==> config.mk <==
export PLATFORM = sky130hd
export DESIGN_NAME = rcsu_top
export DESIGN_NICKNAME = d
export VERILOG_FILES = /design/src/rcsu_pkg.sv /design/src/rcsu_cause_bit.sv /design/src/rcsu_top.sv
export SDC_FILE = /design/constraint.sdc
export NUM_CORES = 1
export LEC_CHECK = 0
export ABC_AREA = 0
export BUFFER_PORTS_ARGS = -buffer_cell sky130_fd_sc_hd__buf_2
export CORE_ASPECT_RATIO = 0.75
export CORE_MARGIN = 4
export CORE_UTILIZATION = 48
export CTS_CLUSTER_SIZE = 16
export DETAILED_ROUTE_END_ITERATION = 6
export PLACE_DENSITY = 0.91
export SLEW_MARGIN = 5
export SYNTH_ARGS = -nofsm -noshare
export SYNTH_HDL_FRONTEND = slang
export SYNTH_SLANG_ARGS = --single-unit
==> constraint.sdc <==
create_clock -name pclk -period 4.1 [get_ports pclk]
set_input_delay 0.205 -clock pclk [delete_from_list [all_inputs] [get_ports pclk]]
set_output_delay 0.205 -clock pclk [all_outputs]
set_load 0.1 [all_outputs]
==> src/rcsu_pkg.sv <==
// Package for the reset cause status unit: register map, field layout, types.
// Assumes an APB slave with 32-bit data, byte addresses on paddr.
package rcsu_pkg;

    // ----------------------------------------------------------------
    // Register map
    // ----------------------------------------------------------------
    localparam logic [31:0] RESET_CAUSE_STATUS_ADDR = 32'hFFFF0230;
    localparam logic [31:0] RESET_CAUSE_CLEAR_ADDR  = 32'hFFFF0234;
    localparam logic [31:0] INT_MASK_ADDR           = 32'hFFFF0238;
    localparam logic [31:0] INT_STATUS_ADDR         = 32'hFFFF023C;

    // ----------------------------------------------------------------
    // Field layout
    // ----------------------------------------------------------------
    localparam int          STAT_W     = 8;
    localparam int          BIT_POR    = 0;
    localparam int          BIT_WDOG   = 1;
    localparam int          BIT_SOFT   = 2;
    localparam int          BIT_EXT    = 3;
    localparam int          NUM_CAUSE  = 4;
    localparam logic [7:0]  USED_MASK  = 8'h0F;
    localparam logic [7:0]  MASK_RESET = 8'h00;
    localparam logic [7:0]  STAT_RESET = 8'h01;

    // ----------------------------------------------------------------
    // Timing
    // ----------------------------------------------------------------
    localparam int CLK_PERIOD_NS     = 4;
    localparam int RST_PULSE_NS      = 32;
    localparam int RST_PULSE_CYC     = (RST_PULSE_NS + CLK_PERIOD_NS - 1) / CLK_PERIOD_NS;
    localparam int RST_CNT_W         = 4;

    // ----------------------------------------------------------------
    // Types
    // ----------------------------------------------------------------
    typedef struct packed {
        logic [31:0] paddr;
        logic        psel;
        logic        penable;
        logic        pwrite;
        logic [31:0] pwdata;
    } rcsu_apb_req_t;

    typedef struct packed {
        logic        pin_ext;
        logic        wdog_timeout;
        logic        por;
    } rcsu_events_t;

    typedef struct packed {
        logic        pins_default;
        logic        kernel_boot;
        logic        periph_reset;
        logic        wdog_reset;
        logic        ram_invalid;
    } rcsu_effects_t;

    typedef enum logic [1:0] {
        RCSU_IDLE  = 2'b01,
        RCSU_PULSE = 2'b10
    } rcsu_state_t;

endpackage : rcsu_pkg

==> src/rcsu_cause_bit.sv <==
// One sticky reset-cause bit with set-over-clear priority.
// Assumes set and clear are single-cycle strobes in the pclk domain.
`timescale 1ns/1ns
module rcsu_cause_bit (
    // Clock and reset
    input  wire logic pclk,
    input  wire logic presetn,
    // Control
    input  wire logic set,
    input  wire logic clr,
    // State
    output logic      q
);
    logic next_q;

    always_comb begin
        next_q = q;
        if (clr) begin
            next_q = 1'b0;
        end
        if (set) begin
            next_q = 1'b1; // Event wins over clear
        end
    end

    // Cause survives every reset but the supply one, so presetn is only POR
    always_ff @(posedge pclk or negedge presetn) begin
        if (!presetn) begin
            q <= 1'b0;
        end else begin
            q <= next_q;
        end
    end

    setwins_a: assert property (@(posedge pclk) disable iff (!presetn)
        set |=> q) else $error("set did not win");

endmodule : rcsu_cause_bit

==> src/rcsu_top.sv <==
// Reset cause status unit: records every reset source since the last clear, issues software
// resets and fans out per-source reset effects.
// Assumes presetn is the power-on reset; other events arrive as pulses.
//
// Summary of operation
// - Four reset sources are told apart and each cause seen since the last clear is kept in the status register.
// - The status register is eight bits wide and its value follows the reset kind.
// - Bit 3 sets on an external pin reset and holds until cleared.
// - Bit 1 sets on a watchdog timeout reset and holds until cleared.
// - Bit 0 sets on power-on reset and holds until cleared.
// - Writing 1 to bit 2 starts a software reset; the bit holds until cleared.
// - Bits 7 to 4 always read zero.
// - The write-only clear register mirrors the layout; a 1 clears that bit.
// - With bit 2 set, a clear write that keeps bit 2 starts another software reset.
// - Every reset puts pins in default state and runs the boot kernel.
// - Every reset resets peripherals and registers except the status register.
// - Only power-on resets the watchdog; RAM is flagged invalid only after power-on.
//
// The APB register port was left to the implementer.
`timescale 1ns/1ns
module rcsu_top #(
    parameter int PULSE_CYC = rcsu_pkg::RST_PULSE_CYC
) (
    // APB
    input  wire logic                 pclk,
    input  wire logic                 presetn,
    input  wire logic [31:0]          paddr,
    input  wire logic                 psel,
    input  wire logic                 penable,
    input  wire logic                 pwrite,
    input  wire logic [31:0]          pwdata,
    output logic      [31:0]          prdata,
    output logic                      pready,
    output logic                      pslverr,
    // Reset events
    input  wire logic                 ext_pin_reset,
    input  wire logic                 wdog_timeout,
    // Reset effects
    output rcsu_pkg::rcsu_effects_t   effects,
    // Interrupt
    output logic                      irq
);

    // ------------------------------------------------------------
    // State
    // ------------------------------------------------------------
    typedef struct packed {
        rcsu_pkg::rcsu_state_t   st;
        logic [rcsu_pkg::RST_CNT_W-1:0] cnt;
        logic                    src_por;
        logic [7:0]              int_mask;
        logic [7:0]              int_stat;
        logic [31:0]             prdata;
        logic                    pready;
        logic                    pslverr;
        rcsu_pkg::rcsu_effects_t effects;
        logic                    irq;
        logic                    por_seen;
    } rcsu_regs_t;

    rcsu_regs_t r;
    rcsu_regs_t next_r;

    logic [rcsu_pkg::NUM_CAUSE-1:0] cause;
    logic [rcsu_pkg::NUM_CAUSE-1:0] cause_set;
    logic [rcsu_pkg::NUM_CAUSE-1:0] cause_clr;
    logic [7:0]                     status_rd;
    logic                           wr_acc;
    logic                           rd_acc;
    logic                           hit_stat;
    logic                           hit_clr;
    logic                           hit_mask;
    logic                           hit_istat;
    logic                           soft_req;
    logic                           any_evt;

    // ------------------------------------------------------------
    // Bus decode and cause bits
    // ------------------------------------------------------------
    assign wr_acc    = psel && penable && pwrite;
    assign rd_acc    = psel && penable && !pwrite;
    assign hit_stat  = paddr == rcsu_pkg::RESET_CAUSE_STATUS_ADDR;
    assign hit_clr   = paddr == rcsu_pkg::RESET_CAUSE_CLEAR_ADDR;
    assign hit_mask  = paddr == rcsu_pkg::INT_MASK_ADDR;
    assign hit_istat = paddr == rcsu_pkg::INT_STATUS_ADDR;

    // Software reset on a 1 to bit 2, or a clear write that keeps bit 2
    assign soft_req = wr_acc && ((hit_stat && pwdata[rcsu_pkg::BIT_SOFT])
        || (hit_clr && cause[rcsu_pkg::BIT_SOFT]
            && !pwdata[rcsu_pkg::BIT_SOFT]));

    always_comb begin
        cause_set = '0;
        cause_set[rcsu_pkg::BIT_POR]  = !r.por_seen;
        cause_set[rcsu_pkg::BIT_WDOG] = wdog_timeout;
        cause_set[rcsu_pkg::BIT_SOFT] = soft_req;
        cause_set[rcsu_pkg::BIT_EXT]  = ext_pin_reset;
        cause_clr = (wr_acc && hit_clr) ? pwdata[rcsu_pkg::NUM_CAUSE-1:0]
                                        : '0;
    end

    // Cause bits kept out of the block reset pulse
    genvar gi;
    generate
        for (gi = 0; gi < rcsu_pkg::NUM_CAUSE; gi++) begin : g_cause
            rcsu_cause_bit u_bit (
                .pclk    (pclk),
                .presetn (presetn),
                .set     (cause_set[gi]),
                .clr     (cause_clr[gi]),
                .q       (cause[gi])
            );
        end
    endgenerate

    // Upper bits tied low on read
    assign status_rd = {4'h0, cause} & rcsu_pkg::USED_MASK;
    assign any_evt   = |cause_set;

    // ------------------------------------------------------------
    // Next state
    // ------------------------------------------------------------
    always_comb begin
        next_r          = r;
        next_r.por_seen = 1'b1;
        next_r.pready   = psel && !penable;
        next_r.pslverr  = 1'b0;
        next_r.int_stat = r.int_stat | {4'h0, cause_set};
        if (psel && !penable) begin
            next_r.prdata  = 32'h0000_0000;
            next_r.pslverr = !(hit_stat || hit_clr || hit_mask || hit_istat);
            if (!pwrite && hit_stat) begin
                next_r.prdata = {24'h00_0000, status_rd};
            end
            if (!pwrite && hit_mask) begin
                next_r.prdata = {24'h00_0000, r.int_mask};
            end
            // Events of the setup cycle are read now, as the access edge clears them
            if (!pwrite && hit_istat) begin
                next_r.prdata = {24'h00_0000, r.int_stat | {4'h0, cause_set}};
            end
        end
        if (rd_acc && hit_istat) begin
            next_r.int_stat = {4'h0, cause_set};
        end
        if (wr_acc && hit_mask) begin
            next_r.int_mask = pwdata[7:0] & rcsu_pkg::USED_MASK;
        end
        unique case (r.st)
            rcsu_pkg::RCSU_IDLE: begin
                if (any_evt) begin
                    next_r.st      = rcsu_pkg::RCSU_PULSE;
                    next_r.cnt     = rcsu_pkg::RST_CNT_W'(PULSE_CYC - 1);
                    next_r.src_por = cause_set[rcsu_pkg::BIT_POR];
                end
            end
            rcsu_pkg::RCSU_PULSE: begin
                if (r.cnt == '0) begin
                    next_r.st = rcsu_pkg::RCSU_IDLE;
                end else begin
                    next_r.cnt = r.cnt - 1'b1;
                end
            end
            default: next_r.st = rcsu_pkg::RCSU_IDLE;
        endcase
        next_r.effects.pins_default = next_r.st == rcsu_pkg::RCSU_PULSE;
        next_r.effects.kernel_boot  = next_r.st == rcsu_pkg::RCSU_PULSE;
        next_r.effects.periph_reset = next_r.st == rcsu_pkg::RCSU_PULSE;
        next_r.effects.wdog_reset   = next_r.st == rcsu_pkg::RCSU_PULSE
                                      && next_r.src_por;
        if (next_r.st == rcsu_pkg::RCSU_PULSE) begin
            next_r.effects.ram_invalid = next_r.src_por;
        end
        next_r.irq = |(next_r.int_stat & r.int_mask);
    end

    always_ff @(posedge pclk or negedge presetn) begin
        if (!presetn) begin
            r          <= '0;
            r.st       <= rcsu_pkg::RCSU_IDLE;
            r.int_mask <= rcsu_pkg::MASK_RESET;
        end else begin
            r <= next_r;
        end
    end

    assign prdata  = r.prdata;
    assign pready  = r.pready;
    assign pslverr = r.pslverr;
    assign effects = r.effects;
    assign irq     = r.irq;

    // ------------------------------------------------------------
    // Cause checks
    // ------------------------------------------------------------
    ext_sets_a: assert property (@(posedge pclk) disable iff (!presetn)
        ext_pin_reset |=> cause[rcsu_pkg::BIT_EXT])
        else $error("ext bit not set");
    wdog_sets_a: assert property (@(posedge pclk) disable iff (!presetn)
        wdog_timeout |=> cause[rcsu_pkg::BIT_WDOG])
        else $error("wdog bit not set");
    por_sets_a: assert property (@(posedge pclk) disable iff (!presetn)
        $rose(r.por_seen) |-> cause[rcsu_pkg::BIT_POR])
        else $error("por bit not set");
    por_once_a: assert property (@(posedge pclk) disable iff (!presetn)
        r.por_seen |-> !cause_set[rcsu_pkg::BIT_POR])
        else $error("por cause raised twice");
    soft_pulse_a: assert property (@(posedge pclk) disable iff (!presetn)
        (soft_req && r.st == rcsu_pkg::RCSU_IDLE)
        |=> cause[rcsu_pkg::BIT_SOFT] && effects.periph_reset)
        else $error("soft reset missing");
    stat_wr_ign_a: assert property (@(posedge pclk) disable iff (!presetn)
        (wr_acc && hit_stat && !(|cause_set)) |=> cause == $past(cause))
        else $error("status write changed a cause");
    upper_zero_a: assert property (@(posedge pclk) disable iff (!presetn)
        (psel && !penable && !pwrite && hit_stat) |=> prdata[31:4] == '0)
        else $error("upper status bits set");
    clear_works_a: assert property (@(posedge pclk) disable iff (!presetn)
        (wr_acc && hit_clr && pwdata[rcsu_pkg::BIT_EXT] && !ext_pin_reset)
        |=> !cause[rcsu_pkg::BIT_EXT]) else $error("clear failed");
    clr_only_a: assert property (@(posedge pclk) disable iff (!presetn)
        (wr_acc && hit_clr) |=> (cause & ~$past(cause) & ~$past(cause_set)) == '0)
        else $error("clear write set a cause");
    resoft_a: assert property (@(posedge pclk) disable iff (!presetn)
        (wr_acc && hit_clr && cause[rcsu_pkg::BIT_SOFT] && !pwdata[rcsu_pkg::BIT_SOFT]
        && r.st == rcsu_pkg::RCSU_IDLE) |=> effects.periph_reset)
        else $error("no repeat soft reset");
    stat_kept_a: assert property (@(posedge pclk) disable iff (!presetn)
        (effects.periph_reset && !(|cause_clr)) |=> ($past(cause) & ~cause) == '0)
        else $error("status lost");

    // ------------------------------------------------------------
    // Pulse checks
    // ------------------------------------------------------------
    pins_pulse_a: assert property (@(posedge pclk) disable iff (!presetn)
        (any_evt && r.st == rcsu_pkg::RCSU_IDLE)
        |=> effects.pins_default && effects.kernel_boot) else $error("no pin default");
    pulse_start_a: assert property (@(posedge pclk) disable iff (!presetn)
        (any_evt && r.st == rcsu_pkg::RCSU_IDLE)
        |=> r.cnt == rcsu_pkg::RST_CNT_W'(PULSE_CYC - 1))
        else $error("pulse count not loaded");
    // Length is held through the counter: a repetition would be too long to unroll
    pulse_hold_a: assert property (@(posedge pclk) disable iff (!presetn)
        (r.st == rcsu_pkg::RCSU_PULSE && r.cnt != '0) |=> r.st == rcsu_pkg::RCSU_PULSE)
        else $error("pulse cut short");
    pulse_end_a: assert property (@(posedge pclk) disable iff (!presetn)
        (r.st == rcsu_pkg::RCSU_PULSE && r.cnt == '0) |=> r.st == rcsu_pkg::RCSU_IDLE)
        else $error("pulse overran");
    idle_stays_a: assert property (@(posedge pclk) disable iff (!presetn)
        (r.st == rcsu_pkg::RCSU_IDLE && !any_evt) |=> r.st == rcsu_pkg::RCSU_IDLE)
        else $error("pulse without event");
    fx_equal_a: assert property (@(posedge pclk) disable iff (!presetn)
        effects.periph_reset == (r.st == rcsu_pkg::RCSU_PULSE)
        && effects.pins_default == effects.periph_reset
        && effects.kernel_boot == effects.periph_reset) else $error("effects disagree");
    wdog_por_a: assert property (@(posedge pclk) disable iff (!presetn)
        effects.wdog_reset |-> r.src_por)
        else $error("wdog reset not por");
    por_fx_a: assert property (@(posedge pclk) disable iff (!presetn)
        (any_evt && r.st == rcsu_pkg::RCSU_IDLE && cause_set[rcsu_pkg::BIT_POR])
        |=> effects.wdog_reset && effects.ram_invalid) else $error("por effects missing");
    non_por_fx_a: assert property (@(posedge pclk) disable iff (!presetn)
        (any_evt && r.st == rcsu_pkg::RCSU_IDLE && !cause_set[rcsu_pkg::BIT_POR])
        |=> !effects.wdog_reset && !effects.ram_invalid)
        else $error("ram flagged without por");
    ram_hold_a: assert property (@(posedge pclk) disable iff (!presetn)
        (r.st == rcsu_pkg::RCSU_IDLE && !any_evt) |=> $stable(effects.ram_invalid))
        else $error("ram flag moved");

    // ------------------------------------------------------------
    // Bus checks
    // ------------------------------------------------------------
    ready_setup_a: assert property (@(posedge pclk) disable iff (!presetn)
        (psel && !penable) |=> pready)
        else $error("no ready after setup");
    ready_single_a: assert property (@(posedge pclk) disable iff (!presetn)
        (pready && penable) |=> !pready)
        else $error("ready held too long");
    err_ready_a: assert property (@(posedge pclk) disable iff (!presetn)
        pslverr |-> pready)
        else $error("error without ready");
    unmapped_err_a: assert property (@(posedge pclk) disable iff (!presetn)
        (psel && !penable && !(hit_stat || hit_clr || hit_mask || hit_istat))
        |=> pslverr && prdata == '0) else $error("unmapped access accepted");
    mapped_ok_a: assert property (@(posedge pclk) disable iff (!presetn)
        (psel && !penable && (hit_stat || hit_clr || hit_mask || hit_istat))
        |=> !pslverr) else $error("mapped access refused");
    stat_read_a: assert property (@(posedge pclk) disable iff (!presetn)
        (psel && !penable && !pwrite && hit_stat)
        |=> prdata == {24'h00_0000, $past(status_rd)}) else $error("status read wrong");
    clr_read_a: assert property (@(posedge pclk) disable iff (!presetn)
        (psel && !penable && !pwrite && hit_clr) |=> prdata == '0)
        else $error("clear register readable");

    // ------------------------------------------------------------
    // Interrupt checks
    // ------------------------------------------------------------
    mask_read_a: assert property (@(posedge pclk) disable iff (!presetn)
        (psel && !penable && !pwrite && hit_mask)
        |=> prdata == {24'h00_0000, $past(r.int_mask)}) else $error("mask read wrong");
    mask_write_a: assert property (@(posedge pclk) disable iff (!presetn)
        (wr_acc && hit_mask) |=> r.int_mask == ($past(pwdata[7:0]) & rcsu_pkg::USED_MASK))
        else $error("mask write lost");
    istat_read_a: assert property (@(posedge pclk) disable iff (!presetn)
        (psel && !penable && !pwrite && hit_istat)
        |=> prdata == {24'h00_0000, $past(r.int_stat) | {4'h0, $past(cause_set)}})
        else $error("int status read wrong");
    istat_clear_a: assert property (@(posedge pclk) disable iff (!presetn)
        (rd_acc && hit_istat) |=> r.int_stat == {4'h0, $past(cause_set)})
        else $error("int status not cleared");
    istat_sticky_a: assert property (@(posedge pclk) disable iff (!presetn)
        !(rd_acc && hit_istat) |=> ($past(r.int_stat) & ~r.int_stat) == '0)
        else $error("int status bit dropped");
    irq_masked_a: assert property (@(posedge pclk) disable iff (!presetn)
        (r.int_mask == '0) |=> !irq)
        else $error("irq while masked");

    // ------------------------------------------------------------
    // Coverage
    // ------------------------------------------------------------
    soft_cov:   cover property (@(posedge pclk) soft_req);
    wdog_cov:   cover property (@(posedge pclk) wdog_timeout);
    irq_cov:    cover property (@(posedge pclk) $rose(irq));
    clash_cov:  cover property (@(posedge pclk) |(cause_clr & cause_set));
    resoft_cov: cover property (@(posedge pclk)
        wr_acc && hit_clr && cause[rcsu_pkg::BIT_SOFT] && !pwdata[rcsu_pkg::BIT_SOFT]);

endmodule : rcsu_top

* After elaboration in Yosys (flattened, before gate mapping)
Cells that the tools add are included.
Word-level totals: register bits 62, latch bits 0, memory bits (writable) 0, bits in read-only memories 0, output and inout port bits 40, memories kept 0
Operators by class: $add $sub $neg 1, $mul 0, div/mod/pow operators 0, magnitude comparators 0, eq/ne operators 10, shifts and indexed selects 0, multiplexer cells 20, bitwise operators 2, reductions and logical operators 32
Operators by type and width (number):
- equality test 32 bit (second input constant) | 4
- two-way mux 32 bit | 2
- logical AND 1 bit | 15
- two-way mux 4 bit | 3
- two-way mux 1 bit | 10
- AND 8 x 4 -> 8 bit | 1
- two-way mux 8 bit | 1
- OR 8 x 4 -> 8 bit | 1
- one-hot mux 4 bit (2 select lines) | 1
- nonzero test 2 bit | 4
- OR reduction 8 bit | 1
- two-way mux 7 bit | 1
- zero test 1 bit | 5
- equality test 2 bit (second input constant) | 2
- zero test 4 bit | 1
- logical OR 1 bit | 4
- != test 2 bit (second input constant) | 2
- one-hot mux 2 bit (2 select lines) | 1
- OR reduction 4 bit | 1
- subtractor 4 x 1 -> 4 bit (second input constant) | 1
- AND reduction 3 bit | 1
- equality test 2 x 1 -> 1 bit (second input constant) | 1
- two-way mux 2 bit | 1
- != test 2 x 1 -> 1 bit (second input constant) | 1

* Logic depth before layout (Yosys ltp)
depth in word-level cells 10, gate-level depth with buffers 8, mapped depth without buffers 7

* Modules after synthesis
A second synthesis with hierarchy kept.
Unflattened totals: cell total of the unflattened synthesis 198, area total of the unflattened synthesis 1933.1 sq um
Modules (own cells, without submodules):
- rcsu_top | instances 1, cells an instance 186, area an instance 1788.0 sq um
- rcsu_cause_bit | instances 4, cells an instance 3, area an instance 36.3 sq um

* Worst setup path after synthesis
Ideal clock, no wire load.
path kind reg-to-reg, start register r[58] in the netlist's numbering, end register r (netlist bit effects[0]), library setup time 0.087 ns, data arrival time 1.770 ns, required time 4.013 ns, slack 2.243 ns, cell stages (with the launch flop) 9, path buffers 1, clock period less this slack 1.857 ns, path through dfrtp_1 > inv_1 > ha_1 > or3b_2 > clkbuf_1 > a32oi_1 > or2_2 > o21ai_0 > a22oi_1
Between the ends: word-level cells in the longest chain between the ends 4
Ends and longest elaborated chain:
- start: declaration | RTL line rcsu_top.sv:61 | rcsu_regs_t r;
- start signal: assignment | RTL line rcsu_top.sv:183 | r <= next_r;
- zero test 4 bit | RTL line rcsu_top.sv:158 | if (r.cnt == '0) begin
- two-way mux 2 bit | RTL line rcsu_top.sv:158
- one-hot mux 2 bit (2 select lines) | RTL line rcsu_top.sv:149 | unique case (r.st)
- equality test 2 bit | RTL line rcsu_top.sv:171 | if (next_r.st == rcsu_pkg::RCSU_PULSE) begin
No other way between the ends. A chain may end at the register's enable or synchronous reset.

* Worst setup path after layout
Ends and elaborated chain as after synthesis.

==> results.md <==
- The count of synthesis-stage warnings from yosys is 0.
- The number of optimization iterations in the first detailed-route pass is 4.
- The routed wire length per instance is 13.9 um.
- The setup path with the least slack is of type flip-flop to flip-flop.
- The share of async-settable or async-resettable flops after synthesis is 100%.
- TritonCTS created 5 clock buffers.
- The routed design could run at a clock period as short as ~2.0 ns.
- The starting utilization of the core area is between 50% and 60%.
- In this run the worst path has a maximum fanout of 9.
- Setup repair after global routing left no endpoint under its margin.
- The tightest min-delay check is of the primary input to flip-flop type.
- The clock-pin slew on the worst setup and hold paths is 0.07 ns.
- The number of top-level pins is 111.
- For this run the aggregate overflow at the end of global routing stands at 0.
- Setup violations remaining at the end of the flow were counted as 0.
- The clock net in this run drives a total of 31 sinks.
- Global routing used about 17% of the available tracks across all layers.
- The via-per-instance ratio is between 5 and 6.
- The worst setup path is launched from a flip-flop.
- The H-tree generated during clock tree synthesis spans 2 levels.
- The final layout contains routed wiring with a total length of ~4500 um.
- Between clock sinks in the finished design, the worst skew comes to between 0.008 and 0.009 ns.
- The endpoint required time on the critical path is 4.30 ns.
- The final HPWL from detailed placement is roughly 3400 um.
- After floorplanning, the core was sized to cover 0.00408 mm^2.
- The number of pins exceeding their max-slew limit in the final report was 0.
- Timing would allow up to 492 MHz.
- The switching fraction of total power is 46.4%.
- Dividing total power by cell area gives a power density of 549 mW/mm^2.
- The area growth from synthesis to layout is 13.3%.
- The total number of vias is 1,749.
- The cell area after technology mapping is 0.00204 mm^2.
- TritonCTS built the clock tree.
- The placed instances occupy a cell area of between 0.002 and 0.0025 mm^2.
- Summing all non-filler instances in the final layout gives an area of roughly 0.0023 mm^2.
- The die is about 64 um tall.
- For this run, the register share of the synthesized area comes to a little under two fifths.
- The die width is 83.3 um.
- The repair_antennas step left the layout with diodes totalling 0.
- The number of hold buffers added after cts is 1.
- The maximum number of pins on one net before global-route repair is 32.
- The most used flip-flop cell after synthesis is sky130_fd_sc_hd__dfrtp_1.
- The floorplan has 20 rows.
- In this run, flip-flops and latches consume 30.1% of the power.
- The dominant cell type by area after synthesis is sky130_fd_sc_hd__dfrtp_1.
- The switching power of the nets is roughly 590 uW.
- The post-route netlist has about 30% of its cells at a drive strength greater than 1.
- The leakage dissipation is 0.00111 uW.
- Of the total power, the clock network draws 25.1%.
- The iteration-0 DRC count of the detailed router is 141.
- The endpoint type of the worst setup path is a flip-flop.
- The most common cell in the synthesized netlist is sky130_fd_sc_hd__buf_4.
- Synthesis inferred 31 register bits.
- Combinational logic is responsible for 44.8% of the overall power.
- The portion of synthesized cell area occupied by the leading cell type is 36.8%.
- The worst supply voltage drop on vdd is 0.583 mV.
- Summing internal, switching and leakage power gives ~1300 uW.
- The buffer cell driving the clock tree root is sky130_fd_sc_hd__clkbuf_8.
- The count of final hold-check violations was 0.
- The first global-routing pass estimated between 7000 and 8000 um of wire.
- Yosys mapped the design onto 52 distinct sky130hd cell types.
- For the worst setup path, the data arrival time is 2.23 ns.
- Post-CTS timing repair inserted 0 buffers for setup.
- The number of routed nets with antenna violations is 0.
- The run finished with clean final reports.
- A synthesized cell averages 9.23 um^2.
- The clock passes through at most 2 buffers.
- Buffers placed on the I/O ports in this run total between 50 and 60.
- The number of global-route vias before repair came to 1,575.
- At the pin with the least slew margin, the transition time is 0.681 ns.
- The number of resized instances in the post-cts repair step is 0.
- The relative max-transition margin is 54.6%.
- The number of antenna violations at the first check in global routing is 0.
- Internal power comes to around 680 uW.
- The final layout net count is 341.
- Ranked by total cell area, the synthesized netlist is headed by sky130_fd_sc_hd__dfrtp_1 37%, sky130_fd_sc_hd__buf_4 14%, sky130_fd_sc_hd__nand4_1 3.7%.
- Ranked by instance count, the synthesized netlist is headed by 37 x sky130_fd_sc_hd__buf_4, 30 x sky130_fd_sc_hd__dfrtp_1, 12 x sky130_fd_sc_hd__nand4_1.
- The latest clock arrival within the worst-skew pair is between 0.2 and 0.3 ns.
- The setup total negative slack is 0 ns.
- The total DRC errors in the routed layout is 0.
- The tool flagged a number of max-cap violations equal to 0.
- The portion of the clock cycle consumed by the worst path in the final layout is around 50%.
- Counting every instance in the synthesized netlist gives 221.
- The number of synthesized flops with an enable pin is 0.
- The die outline area is approximately 0.0054 mm^2.
- Routability-driven placement finished with a final weighted congestion of 0.822.
[routing by layer]
metal,track usage [%],part of all wire (%)
met5,0,0
met1,23.2,42
met4,8.78,2.1
met2,24.7,46
met3,5.21,9.9
[layout make-up]
| cell class | count | area (um^2) |
|---|---|---|
| flip-flops and latches | 31 | 777 |
| repair buffers | 59 | 300 |
| fillers | 361 | 1770 |
| clock inverters | 2 | 35.0 |
| multi-input cells | 158 | 1000 |
| clock buffers | 6 | 82.6 |
| inverters | 12 | 45.0 |
| well taps | 55 | 68.8 |
[critical path: stages (launching register included)]
cell and delay (ns):
sky130_fd_sc_hd__dfrtp_1 0.43, sky130_fd_sc_hd__inv_1 0.11, sky130_fd_sc_hd__ha_1 0.21, sky130_fd_sc_hd__or3b_2 0.57
sky130_fd_sc_hd__a32oi_1 0.23, sky130_fd_sc_hd__or2_2 0.15, sky130_fd_sc_hd__o21ai_0 0.06, sky130_fd_sc_hd__a22oi_1 0.18
[power groups by stage]
| stage | registers, uW | clock network, uW | logic (uW) |
|---|---|---|---|
| final | 382 | 318 | 568 |
| after floorplan | 388 | 0 | 521 |
| after global placement | 384 | 0 | 554 |
| after global routing | 386 | 332 | 616 |
| after CTS | 381 | 318 | 569 |
| after detailed placement | 387 | 0 | 565 |
[cells by family after synthesis]
| family | Yosys count | synth area share [%] |
|---|---|---|
| multiplexers | 5 | 2.70 |
| AND/OR/NAND/NOR | 79 | 22.9 |
| AO/OA/AOI/OAI | 46 | 17.0 |
| adder cells (fa/ha/maj) | 3 | 1.84 |
| buffers and inverters | 55 | 17.1 |
| other | 2 | 0.368 |
| flip-flops | 31 | 38.1 |
[final timing paths]
check	endpoint	slack (ns)	start	cells past startpoint
hold / removal	g_cause[3].u_bit.q	0.17	ext_pin_reset	2
setup / recovery	effects[0]	2.07	r[58]	7
min in group asynchronous	r[59]	0.50	presetn	2
max in group asynchronous	effects[0]	3.15	presetn	2
hold reg to reg	g_cause[3].u_bit.q	0.48	g_cause[3].u_bit.q	1
setup reg to reg	effects[0]	2.07	r[58]	7
[layout by cell type, fill, tap and decap left out, drive strengths merged, types with 3 or more instances in the layout]
master  Yosys  routed
a21o        7       7
a21oi       7       7
conb        2      25
nand2      10      10
mux2        4       4
a31oi       4       4
nor2       11      11
nand3      11      11
and2        3       3
nand2b      6       6
a21boi      3       3
buf        39      58
clkbuf      4       6
nor2b       3       3
ha          3       3
o21ai       9       9
inv        11      11
a41oi       3       3
dfrtp      30      30
nor3        4       4
nand4      12      12
[stage by stage]
| step | setup WS [ns] | instances | util [%] | hold slack, ns |
|---|---|---|---|---|
| final | 2.07 | 323 | 56.6 | 0.169 |
| after global routing | 1.88 | 323 | 56.6 | 0.169 |
| after CTS | 2.08 | 323 | 56.6 | 0.171 |
| after detailed placement | 1.83 | 314 | 53.5 | 0.281 |
| after global placement | 1.90 | 314 | 53.5 | 0.275 |
| after floorplan | 2.24 | 244 | - | -0.0906 |
[registers in the layout, summed over array words and instances (netlist names)]
signal and count:
prdata 5, effects 3, g_cause.u_bit.q 4, irq 1, r 16, pready 1
pslverr 1
Note: power is estimated with default switching activity, not from simulation.
